$ cat src/piap_pkg.sv
// Package with constants and types for the parallel I/O attention and paging block
package piap_pkg;
	// Address and data widths
	localparam int ADDR_W = 17;
	localparam int DATA_W = 16;
	// Page boundaries in internal address space
	localparam logic [16:0] LOW_PAGE_FIRST = 17'h00000;
	localparam logic [16:0] LOW_PAGE_LAST = 17'h0ffff;
	localparam logic [16:0] UP_PAGE_FIRST = 17'h10000;
	localparam logic [16:0] UP_PAGE_LAST = 17'h1ffff;
	// Default parallel region: 56K storage ends below 8K register space
	localparam logic [16:0] DEF_STORE_LAST = 17'h0dfff;
	localparam logic [16:0] DEF_REGS_FIRST = 17'h0e000;
	localparam logic [16:0] DEF_REGS_LAST = 17'h0ffff;
	// Parallel control register fields
	localparam int CTL_LOW_DMA_BIT = 15;
	localparam int CTL_NPR_MASK_BIT = 0;
	localparam int CTL_BR_MASK_BIT = 1;
	localparam logic [15:0] CTL_RESET = 16'h0000;
	// Interrupt priority levels
	localparam logic [2:0] HOST_CMD_LEVEL = 3'h4;
	localparam logic [2:0] HANDLER_MAX_LEVEL = 3'h3;
	localparam logic [2:0] IDLE_LEVEL_MAX = 3'h7;
	// Logical device selectors
	localparam logic [2:0] DEV_WHOLE_UNIT = 3'h0;
	localparam logic [2:0] DEV_PARALLEL = 3'h4;
	// Attention sequencer states, one-hot
	typedef enum logic [6:0] {
		ST_IDLE = 7'h01,
		ST_SAVE = 7'h02,
		ST_MASK = 7'h04,
		ST_VECT = 7'h08,
		ST_ATTN = 7'h10,
		ST_WAIT = 7'h20,
		ST_USER = 7'h40
	} piap_state_e;
endpackage

$ cat src/piap_map_if.sv
// Interface carrying one storage access between the sequencer and the page mapper
`timescale 1ns/1ns
interface piap_map_if;
	logic [16:0] addr; // Internal address
	logic [2:0] dev; // Logical device making the access
	logic dma; // Access comes from peripheral DMA
	logic req; // Access request
	logic ok; // Access allowed
	logic page_up; // Selected page is the upper page
	// Requester side
	modport req_mp (output addr, dev, dma, req, input ok, page_up);
	// Mapper side
	modport map_mp (input addr, dev, dma, req, output ok, page_up);
endinterface

$ cat src/piap_page_map.sv
// Page mapper deciding which page an access hits and whether it is allowed
`timescale 1ns/1ns
module piap_page_map
(
	piap_map_if.map_mp m, // Access to check
	input wire logic ext_mode_i, // Extended 120K mode
	input wire logic low_dma_i // Control bit allowing DMA into lower page
);
	import piap_pkg::*;
	// Decode page and rights
	always_comb
	begin
		logic upper;
		upper = 1'b0;
		upper = (m.addr >= UP_PAGE_FIRST);
		m.page_up = upper;
		if (!m.req)
		begin
			// No access
			m.ok = 1'b0;
		end
		else if (!ext_mode_i)
		begin
			// Default: 56K storage plus 8K register space only
			m.ok = !upper;
		end
		else if (m.dma)
		begin
			// DMA into lower page only with the control bit set
			m.ok = upper || low_dma_i;
		end
		else if (m.dev == DEV_WHOLE_UNIT)
		begin
			// Whole-unit device reaches both pages
			m.ok = 1'b1;
		end
		else
		begin
			// Parallel device reaches the upper page only
			m.ok = upper && (m.dev == DEV_PARALLEL);
		end
	end
endmodule // piap_page_map

$ cat src/piap_sync2.sv
// Two-flop synchroniser for a pin level
`timescale 1ns/1ns
module piap_sync2
(
	input wire logic mclk_i, // System clock
	input wire logic rst_i, // Synchronous reset
	input wire logic d_i, // Asynchronous level
	output logic q_o // Synchronised level
);
	logic s1_reg; // First stage, read only by second
	logic s2_reg; // Second stage
	// Two flip-flop chain
	always_ff @(posedge mclk_i)
	begin
		if (rst_i)
		begin
			s1_reg <= 1'b0;
			s2_reg <= 1'b0;
		end
		else
		begin
			s1_reg <= d_i;
			s2_reg <= s1_reg;
		end
	end
	assign q_o = s2_reg;
endmodule // piap_sync2

$ cat src/piap_top.sv
// Parallel I/O interrupt to host attention sequencer with extended page mapping
`timescale 1ns/1ns
// Functional notes
// - Default: 56K storage plus 8K registers
// - Extended mode disables the serial facility
// - Extended: 00000-0FFFF maps to lower page
// - Extended: 10000-1FFFF maps to upper page
// - Whole-unit both pages; parallel device upper only
// - Lower-page DMA only with control bit 15
// - No interrupt taken during level-4 host work
// - Handling limits acceptance to levels 0-3
// - User handler invoked, then activity resumes
// - Default: save, mask, vector, attention, resume
// - Position-read restores saved control register
// - Unacknowledged attention: no more, report error
// - Position-read clears attention-pending state
// - Masked: hold request mask bits set
module piap_top
(
	input wire logic mclk_i, // System clock, 100 MHz
	input wire logic rst_i, // Synchronous reset, active high
	input wire logic periph_irq_i, // Peripheral interrupt pin, async
	input wire logic irq_enable_i, // Interrupt enable from host or code
	input wire logic host_cmd_busy_i, // Processing host commands at level 4
	input wire logic user_handler_i, // User handler entry installed
	input wire logic user_done_i, // User handler returned, one-cycle pulse
	input wire logic position_read_ack_cmd_i, // Host position-read, one-cycle pulse
	input wire logic [15:0] parallel_status_reg_i, // Parallel status register value
	input wire logic ctl_wr_i, // Write to parallel control register
	input wire logic [15:0] ctl_wdata_i, // Control register write data
	input wire logic [15:0] vector_i, // Interrupt vector from the bus
	input wire logic ext_mode_i, // Extended 120K mode select
	input wire logic acc_req_i, // Storage access request
	input wire logic [piap_pkg::ADDR_W-1:0] acc_addr_i, // Storage access address
	input wire logic [2:0] acc_dev_i, // Logical device of access
	input wire logic acc_dma_i, // Access is peripheral DMA
	output logic acc_ok_o, // Access allowed, registered
	output logic acc_page_up_o, // Access hit upper page, registered
	output logic [15:0] parallel_control_reg_o, // Parallel control register
	output logic nonprocessor_request_mask_o, // Non-processor requests masked
	output logic peripheral_bus_request_mask_o, // Bus requests masked
	output logic [15:0] vector_o, // Last vector read
	output logic attention_o, // Attention to host, one-cycle pulse
	output logic attn_pending_o, // Attention awaiting acknowledgement
	output logic attn_error_o, // Attention refused while pending, sticky
	output logic user_call_o, // Call user handler, one-cycle pulse
	output logic [2:0] accept_level_o, // Highest level that may interrupt
	output logic serial_avail_o // Serial facility usable
);
	import piap_pkg::*;

	// Whole block state
	typedef struct packed {
		piap_state_e st; // Sequencer state
		logic [15:0] ctl; // Parallel control register
		logic [15:0] saved; // Copy used for restore
		logic [15:0] vect; // Vector read
		logic attn; // Attention pulse
		logic pend; // Attention pending
		logic err; // Error flag
		logic ucall; // User call pulse
		logic [2:0] lvl; // Acceptance level
		logic ok; // Access allowed
		logic up; // Upper page hit
		logic ser; // Serial available
		logic irq_q; // Synchronised pin one cycle ago
	} piap_state_s;

	piap_state_s state_reg; // Registered state
	piap_state_s state_next; // Next state
	logic irq_sync; // Synchronised interrupt pin
	logic masked; // Interrupts currently masked
	logic irq_rise; // Fresh interrupt edge, not the level of one already served

	piap_map_if map_bus(); // Access check channel

	// Interrupt pin synchroniser
	piap_sync2 u_sync
	(
		.mclk_i(mclk_i),
		.rst_i(rst_i),
		.d_i(periph_irq_i),
		.q_o(irq_sync)
	);

	// Access path into the page mapper
	assign map_bus.addr = acc_addr_i;
	assign map_bus.dev = acc_dev_i;
	assign map_bus.dma = acc_dma_i;
	assign map_bus.req = acc_req_i;

	// Page mapper
	piap_page_map u_map
	(
		.m(map_bus.map_mp),
		.ext_mode_i(ext_mode_i),
		.low_dma_i(state_reg.ctl[CTL_LOW_DMA_BIT])
	);

	// Sequencer masked in every state but idle and user
	assign masked = (state_reg.st != ST_IDLE) && (state_reg.st != ST_USER);
	// A held pin must not count again as a new request while pending
	assign irq_rise = irq_sync && !state_reg.irq_q;

	// Next-state logic
	always_comb
	begin
		state_next = state_reg;
		state_next.attn = 1'b0;
		state_next.ucall = 1'b0;
		state_next.ok = map_bus.ok;
		state_next.up = map_bus.page_up;
		state_next.ser = !ext_mode_i;
		state_next.irq_q = irq_sync;
		// Software writes land in the control register
		if (ctl_wr_i)
		begin
			state_next.ctl = ctl_wdata_i;
		end
		case (state_reg.st)
			ST_IDLE:
			begin
				// Take interrupt only below level 4; default path only when not pending
				if (irq_sync && irq_enable_i && !host_cmd_busy_i)
				begin
					state_next.lvl = HANDLER_MAX_LEVEL;
					if (user_handler_i)
					begin
						state_next.ucall = 1'b1;
						state_next.st = ST_USER;
					end
					else if (state_reg.pend)
					begin
						// No new attention while one is open
						state_next.err = 1'b1;
						state_next.lvl = IDLE_LEVEL_MAX;
					end
					else
					begin
						state_next.st = ST_SAVE;
					end
				end
			end
			ST_USER:
			begin
				// Resume after the user handler returns
				if (user_done_i)
				begin
					state_next.lvl = IDLE_LEVEL_MAX;
					state_next.st = ST_IDLE;
				end
			end
			ST_SAVE:
			begin
				// Save status so control can be restored
				state_next.saved = parallel_status_reg_i;
				state_next.st = ST_MASK;
			end
			ST_MASK:
			begin
				// Mask bus requests
				state_next.ctl[CTL_NPR_MASK_BIT] = 1'b1;
				state_next.ctl[CTL_BR_MASK_BIT] = 1'b1;
				state_next.st = ST_VECT;
			end
			ST_VECT:
			begin
				// Read interrupt vector
				state_next.vect = vector_i;
				state_next.st = ST_ATTN;
			end
			ST_ATTN:
			begin
				// Send the attention, then resume at lower level
				state_next.attn = 1'b1;
				state_next.pend = 1'b1;
				state_next.lvl = IDLE_LEVEL_MAX;
				state_next.st = ST_WAIT;
			end
			ST_WAIT:
			begin
				// Hold masks until acknowledgement restores control
				state_next.ctl[CTL_NPR_MASK_BIT] = 1'b1;
				state_next.ctl[CTL_BR_MASK_BIT] = 1'b1;
				if (position_read_ack_cmd_i)
				begin
					state_next.ctl = state_reg.saved;
					state_next.st = ST_IDLE;
				end
				// Only a new interrupt edge counts as refused
				else if (irq_rise && irq_enable_i && !host_cmd_busy_i)
				begin
					state_next.err = 1'b1;
				end
			end
			default:
			begin
				state_next.st = ST_IDLE;
			end
		endcase
		// Masks forced while handling from the mask state on; the restore on acknowledge is left alone
		if (masked && state_reg.st != ST_SAVE && state_next.st != ST_IDLE)
		begin
			state_next.ctl[CTL_NPR_MASK_BIT] = 1'b1;
			state_next.ctl[CTL_BR_MASK_BIT] = 1'b1;
		end
		// Any position-read clears pending and error
		if (position_read_ack_cmd_i)
		begin
			state_next.pend = 1'b0;
			state_next.err = 1'b0;
		end
	end

	// State register
	always_ff @(posedge mclk_i)
	begin
		if (rst_i)
		begin
			state_reg <= '{st: ST_IDLE, ctl: CTL_RESET, saved: CTL_RESET, vect: 16'h0000,
				attn: 1'b0, pend: 1'b0, err: 1'b0, ucall: 1'b0, lvl: IDLE_LEVEL_MAX,
				ok: 1'b0, up: 1'b0, ser: 1'b1, irq_q: 1'b0};
		end
		else
		begin
			state_reg <= state_next;
		end
	end

	// Outputs straight from flops
	assign acc_ok_o = state_reg.ok;
	assign acc_page_up_o = state_reg.up;
	assign parallel_control_reg_o = state_reg.ctl;
	assign nonprocessor_request_mask_o = state_reg.ctl[CTL_NPR_MASK_BIT];
	assign peripheral_bus_request_mask_o = state_reg.ctl[CTL_BR_MASK_BIT];
	assign vector_o = state_reg.vect;
	assign attention_o = state_reg.attn;
	assign attn_pending_o = state_reg.pend;
	assign attn_error_o = state_reg.err;
	assign user_call_o = state_reg.ucall;
	assign accept_level_o = state_reg.lvl;
	assign serial_avail_o = state_reg.ser;

	// Assertions
	no_take_busy_a: assert property (@(posedge mclk_i) disable iff (rst_i)
		(state_reg.st == ST_IDLE && host_cmd_busy_i)
		|=> state_reg.st == ST_IDLE && accept_level_o == IDLE_LEVEL_MAX)
		else $error("interrupt taken while busy");
	level_limit_a: assert property (@(posedge mclk_i) disable iff (rst_i)
		(state_reg.st inside {ST_SAVE, ST_MASK, ST_VECT, ST_USER})
		|-> accept_level_o == HANDLER_MAX_LEVEL)
		else $error("level not restricted");
	default_seq_a: assert property (@(posedge mclk_i) disable iff (rst_i)
		(state_reg.st == ST_SAVE) |=> ##3 attention_o ##1 !attention_o)
		else $error("attention sequence broken");
	restore_a: assert property (@(posedge mclk_i) disable iff (rst_i)
		(state_reg.st == ST_WAIT && position_read_ack_cmd_i && !ctl_wr_i)
		|=> parallel_control_reg_o == $past(state_reg.saved))
		else $error("control not restored");
	no_second_a: assert property (@(posedge mclk_i) disable iff (rst_i)
		attn_pending_o && !position_read_ack_cmd_i |=> !attention_o)
		else $error("second attention sent");
	clear_pend_a: assert property (@(posedge mclk_i) disable iff (rst_i)
		position_read_ack_cmd_i |=> !attn_pending_o)
		else $error("pending not cleared");
	mask_hold_a: assert property (@(posedge mclk_i) disable iff (rst_i)
		attention_o |-> nonprocessor_request_mask_o && peripheral_bus_request_mask_o)
		else $error("requests unmasked during attention");
	serial_off_a: assert property (@(posedge mclk_i) disable iff (rst_i)
		ext_mode_i |=> !serial_avail_o)
		else $error("serial still available");
	user_call_a: assert property (@(posedge mclk_i) disable iff (rst_i)
		user_call_o |-> state_reg.st == ST_USER)
		else $error("user call without user state");
	wait_masks_a: assert property (@(posedge mclk_i) disable iff (rst_i)
		state_reg.st == ST_WAIT
		|-> nonprocessor_request_mask_o && peripheral_bus_request_mask_o)
		else $error("requests unmasked while waiting");
	err_flag_a: assert property (@(posedge mclk_i) disable iff (rst_i)
		(state_reg.st == ST_WAIT && irq_rise && irq_enable_i && !host_cmd_busy_i
		&& !position_read_ack_cmd_i) |=> attn_error_o)
		else $error("refused attention not reported");
	plain_range_a: assert property (@(posedge mclk_i) disable iff (rst_i)
		(acc_req_i && !ext_mode_i && acc_addr_i >= UP_PAGE_FIRST) |=> !acc_ok_o)
		else $error("access beyond default region allowed");
	low_dma_a: assert property (@(posedge mclk_i) disable iff (rst_i)
		(acc_req_i && ext_mode_i && acc_dma_i && acc_addr_i <= LOW_PAGE_LAST
		&& !parallel_control_reg_o[CTL_LOW_DMA_BIT]) |=> !acc_ok_o)
		else $error("lower page DMA without control bit");
	par_dev_a: assert property (@(posedge mclk_i) disable iff (rst_i)
		(acc_req_i && ext_mode_i && !acc_dma_i && acc_dev_i == DEV_PARALLEL
		&& acc_addr_i <= LOW_PAGE_LAST) |=> !acc_ok_o)
		else $error("parallel device reached lower page");
	cov_attn_c: cover property (@(posedge mclk_i) disable iff (rst_i)
		attention_o ##[1:20] position_read_ack_cmd_i);
	cov_user_c: cover property (@(posedge mclk_i) disable iff (rst_i)
		user_call_o ##[1:20] user_done_i);
	cov_err_c: cover property (@(posedge mclk_i) disable iff (rst_i) $rose(attn_error_o));
	cov_busy_c: cover property (@(posedge mclk_i) disable iff (rst_i)
		state_reg.st == ST_IDLE && irq_sync && host_cmd_busy_i);
	cov_low_dma_c: cover property (@(posedge mclk_i) disable iff (rst_i)
		(acc_req_i && ext_mode_i && acc_dma_i && acc_addr_i <= LOW_PAGE_LAST)
		##1 acc_ok_o);
endmodule // piap_top

$ cat config.mk
export PLATFORM = sky130hd
export DESIGN_NAME = piap_top
export DESIGN_NICKNAME = d
export VERILOG_FILES = /design/src/piap_pkg.sv /design/src/piap_map_if.sv /design/src/piap_page_map.sv /design/src/piap_sync2.sv /design/src/piap_top.sv
export SDC_FILE = /design/constraint.sdc
export NUM_CORES = 1
export LEC_CHECK = 0
export ABC_AREA = 1
export ABC_CLOCK_PERIOD_IN_PS = 2400
export BUFFER_PORTS_ARGS = -buffer_cell sky130_fd_sc_hd__buf_2
export CORE_MARGIN = 4
export CORE_UTILIZATION = 52
export DETAILED_ROUTE_END_ITERATION = 16
export GPL_ROUTABILITY_DRIVEN = 0
export PLACE_DENSITY = 0.89
export SETUP_SLACK_MARGIN = 0.1
export SYNTH_ARGS = -nofsm -noshare
export SYNTH_HDL_FRONTEND = slang
export SYNTH_HIERARCHICAL = 1
export SYNTH_SLANG_ARGS = --single-unit
$ cat constraint.sdc
create_clock -name mclk_i -period 2.4 [get_ports mclk_i]
set_clock_uncertainty 0.2 [all_clocks]
set_input_delay 0.24 -clock mclk_i [delete_from_list [all_inputs] [get_ports mclk_i]]
set_output_delay 0.24 -clock mclk_i [all_outputs]
set_load 0.02 [all_outputs]
==> results.toml, run 1 <==
[synth]
ys_seq_area_frac = 0.435
synth_top_area_share = 0.435
synth_most_common_cell = "nand2_1"
ys.flop_type = "dfxtp_1"
syn-cell-area_um2 = 3080
ys_ff_latch = 67
yosysTopAreaCell = "dfxtp_1"
ys_types = 31
synth_cells = 421
yosys-top-cells-area = "dfxtp_1 43%, buf_4 8.8%, nand2_1 8.8%, nor2_1 8.4%, o21ai_0 7.0%"
avgSynthCellArea_um2 = 7.33
async_reset_ff_frac = 0
synthTopCellsByCount = "72 x nand2_1, 69 x nor2_1, 67 x dfxtp_1"
synth_edf_count = 0
synthesis.nets = 501
yosysWarnings = 6

[detailed_routing]
drtAntennaViolNets = 0
vias_per_cell = 4.94
post-route-drc-count = 0
wl_um = 7620
dr.pass1.iters = 4
num_vias = 2958
wl_per_cell_um = 12.7
drtIter0Drc = 201

[final_layout]
drive_gt1_frac = 0.275
area_delta_synth_final_pct = 26.5
nNetsFinal = 602
num-fill-cells = 441
antenna_cells = 0
regArea_um2 = 1340
stdcell_count = 599
fin_util = 0.692
largest_reg_flops = 24
multiInputGateArea_um2 = 1230
stdcell_area_um2 = 3900

[status]
outcome = "finished, final reports clean"

[critical_path]
crit_fanout = 19
critPathArrivalTime_ns = 1.97
end_kind = "register"
cp.required_ns = 2.43
crit_path_start_kind = "register"
critPathKind = "register to register"
reg2reg_depth = 7

[pwr]
p_per_area_nw_per_um2 = 589
power_leakage_nw = 1.93
peakVddDrop_v = 0.000367

[clocking]
cts_setup_buffers = 0
clk_latency_ns = 0.34
clk_pin_slew_ns = 0.07
htree_levels = 3
cts_tree = "done"
root_buffer = "clkbuf_8"
clockBufferDepth = 2
clock-sinks = 67
cts_made_buffers = 9

[placement]
dp.cells = 550
dp_slack_ns = 0.533
hpwlAfterDp_um = 4980
place_area_um2 = 3380
portBuffers = 107

[die]
io_pins = 124
die_h_um = 85.0
core_area_um2 = 5640
fp-row-count = 27
dieArea_um2 = 7230
die_w_um = 85.0
start_util = 0.547

[sta]
slew_violations = 0
slew_headroom = 0.684
finalSetupViolations = 0
hold_viol = 0
period_needed_ns = 1.94
worst_pin_slew_ns = 0.473
clock.fmax_mhz = 514
rsz0062_at_grt = "no"
post-route-period-util = 0.810
finalSetupTns_ns = 0
worst_slack_ns = 0.456

[min_path]
hp-class = "primary input to register"
hold_depth = 3

[grt]
grt_usage = 0.213
grt_max_degree = 37
grt_pass1_wl_um = 12500
grt-ovfl-total = 0
grt_pass1_vias = 2776
antenna_found_initial = 0

[run]
cap_violations = 0
-- routing by layer --
layer / wire, um / share of wire / track usage
met1: 2960 / 0.39 / 0.243
met2: 3830 / 0.50 / 0.369
met3: 569 / 0.075 / 0.0398
met4: 255 / 0.033 / 0.124
met5: 0 / 0 / 0
-- logic make-up (layout without fill, tap and decap cells) --
| group | count (synthesis) | in the layout | synth area share |
|---|---|---|---|
| AOI/OAI and AO/OA | 88 | 88 | 0.156 |
| buffers and inverters | 93 | 199 | 0.167 |
| DFF | 67 | 67 | 0.435 |
| and+or+nand+nor | 173 | 173 | 0.243 |
-- cells in the final DEF (no fill, tap or decap), drive strengths merged --
cell | Yosys | final
buf | 45 | 109
nand2 | 75 | 75
nor2 | 75 | 75
dfxtp | 67 | 67
o21ai | 51 | 51
inv | 41 | 41
dlygate4sd3 | 0 | 33
a21oi | 33 | 33
nand3 | 16 | 16
clkbuf | 7 | 15
nor3 | 4 | 4
o211ai | 2 | 2
nor4 | 2 | 2
nand3b | 1 | 1
clkinv | 0 | 1
o21bai | 1 | 1
a21boi | 1 | 1
-- critical path: stages, from the launching register on --
cell     delay, ns
dfxtp_1       0.31
inv_2         0.11
nand2_2       0.10
nor2_2        0.15
nand3_1       0.35
buf_4         0.34
o21ai_0       0.20
nor2_1        0.08
-- final cells by class --
| cell class | instances | share of cell area |
|---|---|---|
| Inverter | 41 | 0.0401 |
| Timing Repair Buffer | 142 | 0.229 |
| Tap cell | 72 | 0.0231 |
| Clock buffer | 15 | 0.0478 |
| Clock inverter | 1 | 0.00128 |
| Sequential cell | 67 | 0.344 |
| Multi-Input combinational cell | 261 | 0.315 |
-- worst paths after layout --
path	startpoint	slack (ns)	endpoint
setup / recovery	state_reg[65]	0.46	state_reg[30]
hold / removal	parallel_status_reg_i[2]	0.02	state_reg[29]
setup reg to reg	state_reg[65]	0.46	state_reg[30]
hold reg to reg	u_sync/s1_reg	0.21	u_sync/q_o
-- where the power goes --
part | leakage (nW) | switching [W] | internal, W
sequential | 0.544 | 0.0000123 | 0.00114
clock | 0.0997 | 0.000398 | 0.000488
combinational | 1.29 | 0.000139 | 0.000125
total | 1.93 | 0.000549 | 0.00175
-- what timing repair did --
action                     in CTS  in global routing
setup endpoints to repair       0                  0
hold endpoints to repair       33                  0
gates resized for setup         0                  0
hold buffers                   33                  0
-- through the flow --
stage	hold WS (ns)	power, W
2_1_floorplan	0.109	0.00132
3_3_place_gp	0.191	0.00139
3_5_place_dp	0.196	0.00139
4_1_cts	0.00592	0.00230
5_1_grt	0.0242	0.00239
6_report	0.0170	0.00230
Power figures use the tool's default switching activity.
==> run 2, diff against run 1 <==
ABC_CLOCK_PERIOD_IN_PS = 1700   (was 2400)
CORE_UTILIZATION = 44   (was 52)
PLACE_DENSITY = 0.81   (was 0.89)
clock period = 1.7 ns   (was 2.4 ns; I/O delays follow)
==> results.toml, run 2 (synthesis results as in run 1) <==
[status]
outcome = "complete, but fails checks"
violations = "hold timing"

[placement]
portBuffers = 107
hpwlAfterDp_um = 5320
place_area_um2 = 3470
dp_slack_ns = 0.0297

[run]
cap_violations = 0

[critical_path]
cp.required_ns = 1.78
end_kind = "register"
crit_path_start_kind = "register"
critPathArrivalTime_ns = 1.71
critPathKind = "register to register"
crit_fanout = 12

[clocking]
ctsHoldBuffers = 45
cts_made_buffers = 9
cts_tree = "done"
root_buffer = "clkbuf_8"
clockBufferDepth = 2
clk_pin_slew_ns = 0.08
clock-sinks = 67
htree_levels = 3
clk_latency_ns = 0.34

[final_layout]
nNetsFinal = 636
multiInputGateArea_um2 = 1280
drive_gt1_frac = 0.324
largest_reg_flops = 24
final_common_cell = "buf_2"
layout_common_cells = "108 x buf_2, 70 x nand2_1, 66 x nor2_1"
num-fill-cells = 539
area_delta_synth_final_pct = 41.1
antenna_cells = 0
fin_util = 0.640
stdcell_area_um2 = 4350
regArea_um2 = 1350

[pwr]
p_sw_frac = 0.242
peakVddDrop_v = 0.000428
pwr-share-clk = 0.421
internal_power_w = 0.00267
p_per_area_nw_per_um2 = 811
power_leakage_nw = 2.11
p_sw_w = 0.000855
p_seq_frac = 0.459
p_comb_frac = 0.120

[detailed_routing]
wl_um = 9290
post-route-drc-count = 0
routed.top_layer = "met4"
wl_per_cell_um = 14.1
drtIter0Drc = 332
dr.pass1.iters = 7
vias_per_cell = 4.91
drtAntennaViolNets = 0
wl_met2_um = 4800
num_vias = 3228
dr_wl_met3_um = 618
wl_met1_um = 3490

[grt]
grt_usage = 0.192
antenna_found_initial = 0
grt_pass1_vias = 3006
grt_max_degree = 29
grt_pass1_wl_um = 13100
grt-ovfl-total = 0

[die]
dieArea_um2 = 8410
core_area_um2 = 6790
io_pins = 124
start_util = 0.454
die_w_um = 91.7
fp-row-count = 30
die_h_um = 91.7

[sta]
period_needed_ns = 1.62
rsz0062_at_grt = "yes"
hold_ws_ns = -0.0146
slew_headroom = 0.746
worst_slack_ns = 0.0794
worst_pin_slew_ns = 0.381
hold_viol = 2
slew_violations = 0
clock.fmax_mhz = 617
finalSetupViolations = 0
post-route-period-util = 0.953

[min_path]
hp-class = "primary input to register"
run 2: worst paths after layout:
kind / cells after the start / from / endpoint / slack, ns
setup / recovery: 8 / state_reg[59] / parallel_control_reg_o[9] / 0.08
hold / removal: 4 / host_cmd_busy_i / user_call_o / -0.01
hold reg to reg: 2 / u_sync/s1_reg / u_sync/q_o / 0.21
setup reg to reg: 8 / state_reg[59] / parallel_control_reg_o[9] / 0.08
run 2: cell type report:
cell class / instances / share of cell area
Timing Repair Buffer: 176 / 0.279
Inverter: 41 / 0.0377
Tap cell: 96 / 0.0276
Multi-Input combinational cell: 261 / 0.295
Sequential cell: 67 / 0.310
Clock inverter: 4 / 0.0170
Clock buffer: 12 / 0.0334
run 2: power by group through the flow:
| stage | clock [W] | sequential [W] | combinational [W] |
|---|---|---|---|
| after floorplan | 0 | 0.00166 | 0.000199 |
| after global placement | 0 | 0.00166 | 0.000310 |
| after detailed placement | 0 | 0.00166 | 0.000317 |
| after CTS | 0.00149 | 0.00162 | 0.000398 |
| after global routing | 0.00156 | 0.00163 | 0.000458 |
| final | 0.00148 | 0.00162 | 0.000422 |
run 2: worst max-delay path: stages, from the launching register on:
cell and delay, ns:
dfxtp_1 0.38, nor2_4 0.16, nand2_4 0.09, inv_6 0.09, nand2_8 0.08, nor2_8 0.19, clkbuf_16 0.21, o21ai_2 0.06
a21oi_2 0.11
run 2: routing by layer:
metal / vias to the layer above / global-route usage
li1: 1569 / -
met4: 0 / 0.109
met1: 1461 / 0.207
met2: 157 / 0.351
met5: - / 0
met3: 41 / 0.0361
run 2: timing repair:
action                                  in CTS  in global routing
setup buffers                                0                 11
cloned                                       0                  3
pin swaps                                    0                  9
endpoints found under the setup margin       4                 37
endpoints found under the hold margin       42                  1
gates resized for setup                      3                 28
run 2: per-stage QoR:
stage / hold slack (ns) / total power [W] / TNS [ns] / instances
floorplan: 0.0391 / 0.00186 / 0 / 421
global placement: 0.164 / 0.00197 / 0 / 582
detailed placement: 0.173 / 0.00197 / 0 / 582
CTS: 0.00472 / 0.00351 / 0 / 643
global route: -0.0142 / 0.00365 / -0.0163 / 657
finish: -0.0146 / 0.00353 / 0 / 657
==> run 3, diff against run 2 <==
SETUP_SLACK_MARGIN = 0.15   (was 0.1)
==> results.toml, run 3 (synthesis results as in run 1) <==
[sta]
slew_headroom = 0.750
period_needed_ns = 1.60
post-route-period-util = 0.940
hold_viol = 0
clock.fmax_mhz = 625
finalSetupTns_ns = 0
worst_pin_slew_ns = 0.375
slew_violations = 0
rsz0062_at_grt = "yes"
finalSetupViolations = 0
hold_ws_ns = 0.0176

[pwr]
power_leakage_nw = 2.15
p_per_area_nw_per_um2 = 795
peakVddDrop_v = 0.000427

[critical_path]
cp.required_ns = 1.76
crit_fanout = 8
crit_path_start_kind = "register"
cp_cell_sequence = "nor2_4 -> nand2_2 -> inv_4 -> nand2_8 -> nor2_8 -> buf_12 -> buf_16 -> o21ai_1 -> nor2_1"
cpPeakStageDelay_ns = 0.36
crit_slowest_cell = "dfxtp_4"
critPathKind = "register to register"
critPathArrivalTime_ns = 1.66
crit_family = "simple AND/OR/NAND/NOR gates"
critPathBufInv = 3
end_kind = "register"

[clocking]
cts_made_buffers = 9
root_buffer = "clkbuf_8"
htree_levels = 3
clk_pin_slew_ns = 0.07
cts_tree = "done"
clk_latency_ns = 0.34
clock-sinks = 67
clockBufferDepth = 2

[die]
dieArea_um2 = 8410
die_h_um = 91.7
io_pins = 124
fp-row-count = 30
start_util = 0.454
core_area_um2 = 6790
die_w_um = 91.7

[final_layout]
drive_gt1_frac = 0.335
layout_common_cells = "107 x buf_2, 69 x nand2_1, 64 x nor2_1"
nNetsFinal = 637
largest_reg_flops = 24
antenna_cells = 0
final_common_cell = "buf_2"
area_delta_synth_final_pct = 43.9

[status]
outcome = "finished, final reports clean"

[placement]
portBuffers = 107
hpwlAfterDp_um = 5320

[grt]
grt-ovfl-total = 0
grt_pass1_vias = 3178
grt_usage = 0.206
antenna_found_initial = 0
grt_pass1_wl_um = 14100
grt_max_degree = 29

[run]
cap_violations = 0

[detailed_routing]
drtIter0Drc = 342
drtAntennaViolNets = 0
post-route-drc-count = 0
vias_per_cell = 5.02
num_vias = 3305
wl_um = 9510
dr.pass1.iters = 5
wl_per_cell_um = 14.5

[min_path]
hp-class = "primary input to register"
==> run 3: changes by cell type in the layout (fill, tap and decap cells not counted), sizes merged <==
cell / delta
buf: +2
clkbuf: -1
==> run 3: worst min-delay path, cell delays in order <==
cell     delay, ns
buf_2         0.10
o21ai_1       0.06
nand2_1       0.06
a21oi_1       0.05
inv_1         0.04
nor2_1        0.03
==> run 3: metal layers <==
metal	vias up	routed length (um)	track usage
li1	1573	-	-
met1	1507	3620	0.224
met2	181	4920	0.377
met3	44	595	0.0377
met4	0	373	0.111
met5	-	0	0
==> run 3: metrics by stage <==
step                std cells  setup slack, ns  cell area [um2]   util  power [W]
floorplan                 421            0.267             3080      -    0.00186
global placement          582           0.0820             3470  0.511    0.00197
detailed placement        582           0.0297             3470  0.511    0.00197
CTS                       652            0.101             4300  0.632    0.00352
global route              658           0.0323             4440  0.653    0.00366
finish                    658            0.101             4440  0.653    0.00353
==> run 3: what timing repair did <==
| item | 4_1_cts | 5_1_grt |
|---|---|---|
| setup buffers | 7 | 5 |
| pin swaps | 4 | 11 |
| cloned | 2 | 1 |
| endpoints found under the setup margin | 21 | 40 |
| hold endpoints to repair | 43 | 0 |
| hold buffers | 45 | 0 |
| resized for setup | 13 | 33 |
==> run 3: final timing paths <==
path / slack [ns] / cells past startpoint / from / to
setup / recovery: 0.10 / 9 / state_reg[60] / parallel_control_reg_o[3]
hold / removal: 0.02 / 6 / acc_dma_i / acc_ok_o
setup reg to reg: 0.10 / 9 / state_reg[60] / parallel_control_reg_o[3]
hold reg to reg: 0.21 / 2 / u_sync/s1_reg / u_sync/q_o
==> run 3: cell type report <==
| type | instances | area (um2) |
|---|---|---|
| multi-input combinational | 261 | 1310 |
| sequential | 67 | 1360 |
| fill | 517 | 2360 |
| clock inverter | 4 | 73.8 |
| inverter | 41 | 159 |
| tap | 96 | 120 |
| timing repair buffer | 177 | 1280 |
| clock buffer | 12 | 145 |
==> run 3: report_power, final <==
part | switching, W | leakage [nW] | internal [W]
Combinational | 0.000223 | 1.49 | 0.000210
Sequential | 0.0000192 | 0.547 | 0.00160
Clock | 0.000609 | 0.111 | 0.000868
Total | 0.000852 | 2.15 | 0.00268
